==> src/core/rftps_map.svh <==
/*
 * Constants for the transmitter power-up sequencer: timing figures and
 * derived cycle counts, channel field layout.
 * Assumes a 125 MHz system clock.
 */
`ifndef RFTPS_MAP_SVH
`define RFTPS_MAP_SVH

`define RFTPS_CLK_KHZ 125000
`define RFTPS_TICK_US 1000
`define RFTPS_TICK_CYCLES (`RFTPS_CLK_KHZ * `RFTPS_TICK_US / 1000)
`define RFTPS_PON_DELAY_MS 7
`define RFTPS_LOCK_TIMEOUT_MS 15
`define RFTPS_CH_W 3
`define RFTPS_CH_RESET 3'h0

`endif

==> src/core/rftps_pkg.sv <==
/*
 * Types shared by the sequencer files.
 * Assumes the map header is compiled alongside.
 */
package rftps_pkg;

	typedef enum logic [2:0] {
		RFTPS_OFF = 3'h0,
		RFTPS_PON = 3'h1,
		RFTPS_SAMPLE = 3'h3,
		RFTPS_PROGRAM = 3'h2,
		RFTPS_LOCKWAIT = 3'h6,
		RFTPS_READY = 3'h7
	} rftps_state_e;

	typedef struct packed {
		logic load;
		logic [2:0] channel;
		logic enable;
	} rftps_synth_s;

endpackage

==> src/core/rftps_tick.sv <==
/*
 * Millisecond tick divider: one-cycle enable pulse every tick period.
 * Assumes a 125 MHz clock; restarts whenever clear is high.
 */
`timescale 1ns/1ps
`default_nettype none
`include "rftps_map.svh"

module rftps_tick #(
	parameter int unsigned TICK_N = `RFTPS_TICK_CYCLES
) (
	input wire logic clk,
	input wire logic reset,
	input wire logic clear,
	output logic tick
);
	logic [16:0] cnt_reg;
	logic [16:0] cnt_next;
	wire logic at_end = (cnt_reg == 17'(TICK_N - 1));

	assign cnt_next = (clear || at_end) ? 17'h00000 : cnt_reg + 17'h00001;
	assign tick = at_end && !clear;

	always_ff @(posedge clk) begin
		if (reset)
			cnt_reg <= 17'h00000;
		else
			cnt_reg <= cnt_next;
	end
endmodule
`default_nettype wire

==> src/core/rftps_sequencer.sv <==
/*
 * Power-up sequencer for a channelised radio transmitter: waits a
 * power-on delay, latches the channel select pins, loads the synthesizer
 * and raises clear-to-send once lock is reported.
 * Assumes all inputs are synchronous to clk; power_down_n defaults high
 * through an external pull-up; synth_lock comes from the synthesizer.
 */
`timescale 1ns/1ps
`default_nettype none
`include "rftps_map.svh"

module rftps_sequencer #(
	parameter int unsigned PON_DELAY_MS = `RFTPS_PON_DELAY_MS,
	parameter int unsigned LOCK_TIMEOUT_MS = `RFTPS_LOCK_TIMEOUT_MS,
	parameter int unsigned TICK_CYCLES = `RFTPS_TICK_CYCLES
) (
	input wire logic clk,
	input wire logic reset,
	input wire logic power_down_n,
	input wire logic channel_select_bit0,
	input wire logic channel_select_bit1,
	input wire logic channel_select_bit2,
	input wire logic synth_lock,
	output rftps_pkg::rftps_synth_s synth,
	output logic tx_enable,
	output logic clear_to_send,
	output logic [2:0] state_dbg
);
	// ****************************************
	// State and timing
	// ****************************************
	rftps_pkg::rftps_state_e state_reg;
	rftps_pkg::rftps_state_e state_next;
	logic pdn_prev_reg;
	logic pdn_prev_next;
	logic [7:0] ms_reg;
	logic [7:0] ms_next;
	logic [`RFTPS_CH_W-1:0] chan_reg;
	logic [`RFTPS_CH_W-1:0] chan_next;
	logic load_reg;
	logic load_next;
	logic cts_reg;
	logic cts_next;
	logic tick;

	// ****************************************
	// Input and state decode
	// ****************************************
	wire logic powered = power_down_n;
	wire logic wake = power_down_n && !pdn_prev_reg;
	wire logic [`RFTPS_CH_W-1:0] chan_pins = {channel_select_bit2, channel_select_bit1, channel_select_bit0};
	wire logic in_off = (state_reg == rftps_pkg::RFTPS_OFF);
	wire logic in_pon = (state_reg == rftps_pkg::RFTPS_PON);
	wire logic in_sample = (state_reg == rftps_pkg::RFTPS_SAMPLE);
	wire logic in_program = (state_reg == rftps_pkg::RFTPS_PROGRAM);
	wire logic in_lockwait = (state_reg == rftps_pkg::RFTPS_LOCKWAIT);
	wire logic in_timed = in_pon || in_lockwait;
	// Tick restarts on entry to a timed state, so the first millisecond is whole
	wire logic tick_clear = !in_timed || wake;
	// Counts whole ticks from entry, so the delay is exactly PON_DELAY_MS ticks
	wire logic pon_done = in_pon && tick && (ms_reg == 8'(PON_DELAY_MS - 1));
	// Lock lost or never reached: start again rather than hang with CTS low
	wire logic lock_expired = in_lockwait && tick
		&& (ms_reg == 8'(LOCK_TIMEOUT_MS - 1));
	// Lock seen in the load cycle still belongs to the old setting
	wire logic lock_fresh = synth_lock && !load_reg;
	wire logic lock_lost = !synth_lock;

	// ****************************************
	// Channel capture
	// ****************************************
	// One flop per select pin, held outside the sample state
	for (genvar i = 0; i < `RFTPS_CH_W; i++) begin : g_chan
		assign chan_next[i] = in_sample ? chan_pins[i] : chan_reg[i];
	end

	// ****************************************
	// Millisecond tick
	// ****************************************
	rftps_tick #(
		.TICK_N(TICK_CYCLES)
	) u_tick (
		.clk(clk),
		.reset(reset),
		.clear(tick_clear),
		.tick(tick)
	);

	// ****************************************
	// Next state
	// ****************************************
	always_comb begin
		state_next = state_reg;
		case (state_reg)
			rftps_pkg::RFTPS_OFF: begin
				if (powered) begin
					state_next = rftps_pkg::RFTPS_PON;
				end
			end
			rftps_pkg::RFTPS_PON: begin
				if (pon_done) begin
					state_next = rftps_pkg::RFTPS_SAMPLE;
				end
			end
			rftps_pkg::RFTPS_SAMPLE: begin
				state_next = rftps_pkg::RFTPS_PROGRAM;
			end
			rftps_pkg::RFTPS_PROGRAM: begin
				state_next = rftps_pkg::RFTPS_LOCKWAIT;
			end
			rftps_pkg::RFTPS_LOCKWAIT: begin
				if (lock_fresh) begin
					state_next = rftps_pkg::RFTPS_READY;
				end else if (lock_expired) begin
					state_next = rftps_pkg::RFTPS_SAMPLE;
				end
			end
			rftps_pkg::RFTPS_READY: begin
				if (lock_lost) begin
					state_next = rftps_pkg::RFTPS_LOCKWAIT;
				end
			end
			default: begin
				state_next = rftps_pkg::RFTPS_OFF;
			end
		endcase
		if (!powered) begin
			state_next = rftps_pkg::RFTPS_OFF;
		end else if (wake) begin
			state_next = rftps_pkg::RFTPS_PON;
		end
	end

	// ****************************************
	// Next register values
	// ****************************************
	assign pdn_prev_next = power_down_n;
	assign ms_next = (tick_clear || state_next != state_reg) ? 8'h00
		: (tick ? ms_reg + 8'h01 : ms_reg);
	// A restart in the program cycle would load a channel that is about to go stale
	assign load_next = in_program && powered && !wake;
	// Taken from the next state so CTS and READY change on one edge
	assign cts_next = (state_next == rftps_pkg::RFTPS_READY);

	// ****************************************
	// Sequencer registers
	// ****************************************
	always_ff @(posedge clk) begin
		if (reset) begin
			state_reg <= rftps_pkg::RFTPS_OFF;
		end else begin
			state_reg <= state_next;
		end
	end

	always_ff @(posedge clk) begin
		if (reset) begin
			pdn_prev_reg <= 1'b0; // Reset acts as supply-on: a high pin then starts a sequence
		end else begin
			pdn_prev_reg <= pdn_prev_next;
		end
	end

	always_ff @(posedge clk) begin
		if (reset) begin
			ms_reg <= 8'h00;
		end else begin
			ms_reg <= ms_next;
		end
	end

	// ****************************************
	// Synthesizer control
	// ****************************************
	always_ff @(posedge clk) begin
		if (reset) begin
			chan_reg <= `RFTPS_CH_RESET;
		end else begin
			chan_reg <= chan_next;
		end
	end

	always_ff @(posedge clk) begin
		if (reset) begin
			load_reg <= 1'b0;
		end else begin
			load_reg <= load_next;
		end
	end

	// ****************************************
	// Clear to send
	// ****************************************
	always_ff @(posedge clk) begin
		if (reset) begin
			cts_reg <= 1'b0;
		end else begin
			cts_reg <= cts_next;
		end
	end

	// ****************************************
	// Outputs
	// ****************************************
	assign tx_enable = !in_off;
	assign synth = '{load: load_reg, channel: chan_reg, enable: tx_enable};
	assign clear_to_send = cts_reg;
	assign state_dbg = state_reg;
endmodule
`default_nettype wire

==> config.mk <==
export PLATFORM = sky130hd
export DESIGN_NAME = rftps_sequencer
export DESIGN_NICKNAME = d
export VERILOG_FILES = /design/src/core/rftps_pkg.sv /design/src/core/rftps_tick.sv /design/src/core/rftps_sequencer.sv
export VERILOG_INCLUDE_DIRS = /design/src /design/src/core
export SDC_FILE = /design/constraint.sdc
export NUM_CORES = 1
export LEC_CHECK = 0
export ABC_AREA = 1
export BUFFER_PORTS_ARGS = -buffer_cell sky130_fd_sc_hd__buf_4
export CAP_MARGIN = 5
export CORE_AREA = 2 2 67 69
export DETAILED_ROUTE_END_ITERATION = 12
export DIE_AREA = 0 0 69 71
export PLACE_DENSITY_LB_ADDON = 0.2
export SYNTH_ARGS = -nofsm -noshare
export SYNTH_HDL_FRONTEND = slang
export SYNTH_SLANG_ARGS = --single-unit
==> constraint.sdc <==
create_clock -name clk -period 2.5 [get_ports clk]
set_input_delay 0.5 -clock clk [delete_from_list [all_inputs] [get_ports clk]]
set_output_delay 0.5 -clock clk [all_outputs]
set_load 0.03 [all_outputs]
======== After elaboration in Yosys (flattened, before gate mapping) ========
Index checks and enable logic that the tools add are counted.
storage, ports and cells
  output and inout port bits .............. 10
  bits in registers ....................... 34
operators by class
  equality and inequality tests ........... 10
  multiplexer cells ....................... 7
  $add $sub $neg .......................... 2
  reductions and logical operators ........ 22
operators with widths
  kind                   number
  $mux 3                 6
  $pmux 3 s6             1
  $add 17x1->17 const B  1
  $eq 17x17->1 const B   1
  $eq 3x3->1 const B     3
  $logic_and 1x1->1      9
  $add 8x1->8 const B    1
  $eq 8x3->1 const B     1
  $eq 8x4->1 const B     1
  $eq 3x2->1 const B     2
  $logic_not 1->1        6
  $logic_or 1x1->1       4
  $reduce_or 2->1        2
  $eq 3x1->1 const B     1
  $logic_not 3->1        1
  $ne 3x3->1             1

======== Longest topological paths before layout ========
  depth after elaboration ................. 16
  mapped depth ............................ 15
  depth with buffers taken out ............ 15

======== Modules after synthesis ========
A second synthesis with hierarchy kept.
unflattened totals
  cell total of the unflattened synthesis .. 262
  area total of the unflattened synthesis .. 1864.3 µm²
by module, submodules not included
  module           area an instance (µm²)  seq. area each (µm²)  cells each  times used
  rftps_sequencer  979.7                   340.3                 128         1
  rftps_tick       884.6                   340.3                 134         1

======== Least setup slack after synthesis ========
Ideal clock, no wire load.
  kind .................................... register to register
  start ................................... register state_reg[2], in the netlist state_dbg[2]
  end ..................................... register ms_reg[0]
  arrival time ............................ 1639 ps
  required time ........................... 2384 ps
  setup slack ............................. 745 ps
  path buffers ............................ 2
  library setup time ...................... 116 ps
  stages on the path, launching flop included .. 11
  path through ............................ dfxtp_1 -> buf_6 -> nand3_2 -> a21oi_4 -> and2_4 -> buf_6 -> nand4_2 -> nand2_1 -> a21oi_2 -> nand2_4 -> nor2_2
on the way
  cells in the longest elaborated chain, start to end .. 16
  elaborated cells between the ends (all ways) .. 25
  those cells by class .................... eq/ne (6); mux (7); reduce/logical (12)
RTL lines
  what                                      line                                                                 source
  start, declared                           rftps_sequencer.sv:32                                                rftps_pkg::rftps_state_e state_reg;
  start signal, assigned                    rftps_sequencer.sv:150                                               state_reg <= rftps_pkg::RFTPS_OFF;
  start signal, assigned                    rftps_sequencer.sv:152                                               state_reg <= state_next;
  $eq 3x1->1 or $eq 3x3->1 (tied branches)  rftps_sequencer.sv:53, rftps_sequencer.sv:94, rftps_sequencer.sv:56
  $logic_or 1x1->1                          rftps_sequencer.sv:57                                                wire logic in_timed = in_pon || in_lockwait;
  $logic_not 1->1                           rftps_sequencer.sv:59                                                wire logic tick_clear = !in_timed || wake;
  $logic_or 1x1->1                          rftps_sequencer.sv:59
  $logic_not 1->1                           rftps_tick.sv:22                                                     assign tick = at_end && !clear;
  $logic_and 1x1->1                         rftps_tick.sv:22
  $logic_and 1x1->1                         rftps_sequencer.sv:63                                                wire logic lock_expired = in_lockwait && tick
  $logic_and 1x1->1                         rftps_sequencer.sv:64                                                && (ms_reg == 8'(LOCK_TIMEOUT_MS - 1));
  $mux 3                                    rftps_sequencer.sv:114                                               end else if (lock_expired) begin
  $mux 3                                    rftps_sequencer.sv:112                                               if (lock_fresh) begin
  $pmux 3 s6                                rftps_sequencer.sv:94                                                case (state_reg)
  $mux 3                                    rftps_sequencer.sv:129                                               end else if (wake) begin
  $mux 3                                    rftps_sequencer.sv:127                                               if (!powered) begin
  $ne 3x3->1                                rftps_sequencer.sv:138                                               assign ms_next = (tick_clear || state_next != state_reg) ? 8'h00
  $logic_or 1x1->1                          rftps_sequencer.sv:138
  $reduce_or 2->1 (no line)                 n/a
  end signal, assigned                      rftps_sequencer.sv:168                                               ms_reg <= ms_next;
  end, declared                             rftps_sequencer.sv:36                                                logic [7:0] ms_reg;
Several ways; a longest one is shown, not always the timed one.
A chain may end at the register's enable or synchronous reset.

======== Worst setup path after layout ========
  start ................................... register u_tick.cnt_reg[0]
  end ..................................... register ms_reg[0]
on the way
  cells in the longest elaborated chain, start to end .. 12
  elaborated cells between the ends (all ways) .. 15
  those cells by class .................... eq/ne (2); mux (6); reduce/logical (7)
RTL lines
  what                       line                    source
  start, declared            rftps_tick.sv:17        logic [16:0] cnt_reg;
  start signal, assigned     rftps_tick.sv:28        cnt_reg <= cnt_next;
  $eq 17x17->1 (*)           rftps_tick.sv:19        wire logic at_end = (cnt_reg == 17'(TICK_N - 1));
  $logic_and 1x1->1 (*)      rftps_tick.sv:22
  $logic_and 1x1->1          rftps_sequencer.sv:63
  $logic_and 1x1->1          rftps_sequencer.sv:64
  $mux 3                     rftps_sequencer.sv:114
  $mux 3                     rftps_sequencer.sv:112
  $pmux 3 s6                 rftps_sequencer.sv:94
  $mux 3                     rftps_sequencer.sv:129
  $mux 3                     rftps_sequencer.sv:127
  $ne 3x3->1                 rftps_sequencer.sv:138
  $logic_or 1x1->1           rftps_sequencer.sv:138
  $reduce_or 2->1 (no line)  n/a
Every way passes the cells marked *; elsewhere a longest branch is shown, timed or not.

==> results.sh <==
export IMPL_status="complete, no violations"
export IMPL_holdCritPathClass="in -> reg"
export IMPL_pin_count=17
export IMPL_core_um2=4204
export IMPL_routedWlPerCell_um=10.45
export IMPL_cp_data_arrival_time_ns=2.01
export IMPL_synth_compound_area_frac=0.05866
export IMPL_muxShareOfSynthArea=0
export IMPL_clockRootBuffer="clkbuf_8"
export IMPL_hpwl_um=2510
export IMPL_clockBufferDepth=2
export IMPL_worstPathCellList="ha_1 -> nand2_1 -> nor2_1 -> nand2_1 -> nor2_2 -> nand3_1 -> nand2_1 -> nand2_1 -> nand3_2 -> nand2_2 -> nand2_2 -> nand2_2 -> nand2_4 -> nor2_2"
export IMPL_cts_repair_resized=0
export IMPL_max_slew_worst_pin_slew_ns=0.4066
export IMPL_ys_ff_latch=34
export IMPL_cp_start_kind="flip-flop"
export IMPL_rows=24
export IMPL_rsz0062_at_grt="false"
export IMPL_drv_slew=0
export IMPL_timing_fmax_ghz=0.5453
export IMPL_async_flop_share=0
export IMPL_antenna_found_initial=0
export IMPL_endpoint_kind="flip-flop"
export IMPL_synth_nets=257
export IMPL_die_x_um=69
export IMPL_yosysWarnings=0
export IMPL_synth_ff_type="dfxtp_1"
export IMPL_port_buffers=16
export IMPL_p_leak_uw=0.0008459
export IMPL_totalWireLength_um=3324
export IMPL_crit_start="u_tick.cnt_reg[0]"
export IMPL_dr_total_vias=1474
export IMPL_placed_cells=310
export IMPL_cts_clk_slew_worst_paths_ns=0.07
export IMPL_cpMaxStageDelayCell="dfxtp_1"
export IMPL_most_common_layout_cells="nand2_1 (45), nor2_1 (35), dfxtp_1 (34)"
export IMPL_path_class="reg -> reg"
export IMPL_drc=0
export IMPL_netlist_area_um2=1834
export IMPL_synth_top_family_by_area="simple AND/OR/NAND/NOR gates"
export IMPL_required_ns=2.68
export IMPL_final_common_cell="nand2_1"
export IMPL_yosysTopAreaCell="dfxtp_1"
export IMPL_maxCapViolCount=0
export IMPL_die_area_um2=4899
export IMPL_areaGrowthSynthToFinish_pct=15.21
export IMPL_grt_pass1_wl_um=5871
export IMPL_final_util=0.5027
export IMPL_final_area_um2=2113
export IMPL_finalHoldViolations=0
export IMPL_seq_area_frac_synth=0.3711
export IMPL_drive_gt1_frac=0.2481
export IMPL_avgSynthCellArea_um2=7.426
export IMPL_dr_pass1_iters=4
export IMPL_worstHoldStart="channel_select_bit0"
export IMPL_final_setup_viol_count=0
export IMPL_gp_congestion=0.7769
export IMPL_max_stage_delay_ns=0.35
export IMPL_yosysTopAreaCellShare=0.3711
export IMPL_hold_buffers=0
export IMPL_r2r_start="u_tick.cnt_reg[0]"
export IMPL_yosys_area_share_simple=0.3738
export IMPL_period_share=0.7336
export IMPL_layout_nets=275
export IMPL_h_tree_depth=2
export IMPL_synth_xor_xnor_area_share=0.07162
export IMPL_syn_inst=247
export IMPL_synthAdderAreaFrac=0.02046
export IMPL_synth_edf_count=0
export IMPL_grt_max_degree=13
export IMPL_diodes=0
export IMPL_setup_tns_ns=0
export IMPL_largest_reg_flops=17
export IMPL_min_period_ns=1.834
export IMPL_drtAntennaViolNets=0
export IMPL_fin_skew_ns=0.006203
export IMPL_dpl_instance_area_um2=1971
export IMPL_grtUsageTotal=0.1497
export IMPL_cts_sinks=34
export IMPL_vdd_ir_drop_max_uv=392.9
export IMPL_power_density_nw_per_um2=577.1
export IMPL_stdcell_count=318
export IMPL_clock_latency_ns=0.29
export IMPL_drtIter0Drc=94
export IMPL_via_per_inst=4.635
export IMPL_start_util=0.4363
export IMPL_cp_common_cell="nand2_1"
export IMPL_synth_area_leaders="dfxtp_1 (37%), nand2_1 (9.2%), nor2_1 (7.2%)"
export IMPL_overflow=0
export IMPL_postCtsSetupRepairBufs=0
export IMPL_cts_buffers=5
export IMPL_die_h_um=71
export IMPL_cts_tree="done"
export IMPL_first_global_vias=1389
export IMPL_critPathMaxFanout=8
export IMPL_ys_types=29
export IMPL_slew_headroom=0.7269
[layout make-up]
| cell class | instances | area (um^2) |
|---|---|---|
| clock buffers | 6 | 82.58 |
| well taps | 52 | 65.06 |
| flip-flops and latches | 34 | 680.7 |
| inverters | 38 | 142.6 |
| multi-input cells | 170 | 962.2 |
| repair buffers | 16 | 120.1 |
| clock inverters | 2 | 60.06 |
| fillers | 435 | 2091 |
[critical path, delay by kind of cell, from the launching register on]
kind / cells / cell delay, ns
simple gates: 13 / 1.15
flops: 1 / 0.35
fa+ha+maj: 1 / 0.22
[where the power goes]
group / switching [uW] / total, uW / internal [uW] / leakage (uW)
Combinational: 29.5 / 45.9 / 16.4 / 0.000500
Sequential: 2.74 / 546 / 544 / 0.000274
Clock: 202 / 627 / 425 / 0.0000714
[Yosys cell counts, types with 2 or more instances]
master   count
nand4_2      2
a21oi_1      5
nor3_2       2
buf_4        2
nor2_2      15
o21ai_0      8
inv_1       33
nand2_2      6
nand3_1      5
ha_1         3
a21oi_2      3
nor3_1       6
nand3_2      5
nor2_1      35
nor3b_1      2
nor4_1       2
dfxtp_1     34
xor2_1      14
buf_6        3
inv_2        5
nand4_1      5
nand2_1     45
[per-layer routing]
metal	share of wire	vias up	GRT usage
met5	0	-	0
met4	0.0045	0	0.05447
met3	0.042	2	0.06125
met2	0.48	25	0.2340
met1	0.47	647	0.1867
li1	-	800	-
[metrics by stage]
step                power (uW)  hold WS [ns]  setup WS [ns]
floorplan                588.1        0.4175         0.7450
global placement         604.2        0.4330         0.6604
detailed placement       604.7        0.4410         0.6641
CTS                       1232        0.4310         0.6469
global route              1265        0.4311         0.3900
finish                    1219        0.4356         0.6661
[final timing paths]
check	to	depth (start not counted)	slack [ns]
min	chan_reg[0]	3	0.44
max	ms_reg[0]	14	0.67
max reg2reg	ms_reg[0]	14	0.67
min reg2reg	u_tick.cnt_reg[0]	1	0.45
[cell families (layout without fill, tap and decap cells)]
logic type	count (synthesis)	count (layout)
xor+xnor	15	15
flops	34	34
simple gates	135	135
compound gates	17	17
fa+ha+maj	3	3
buf+inv	43	62
Power figures use the tool's default switching activity.
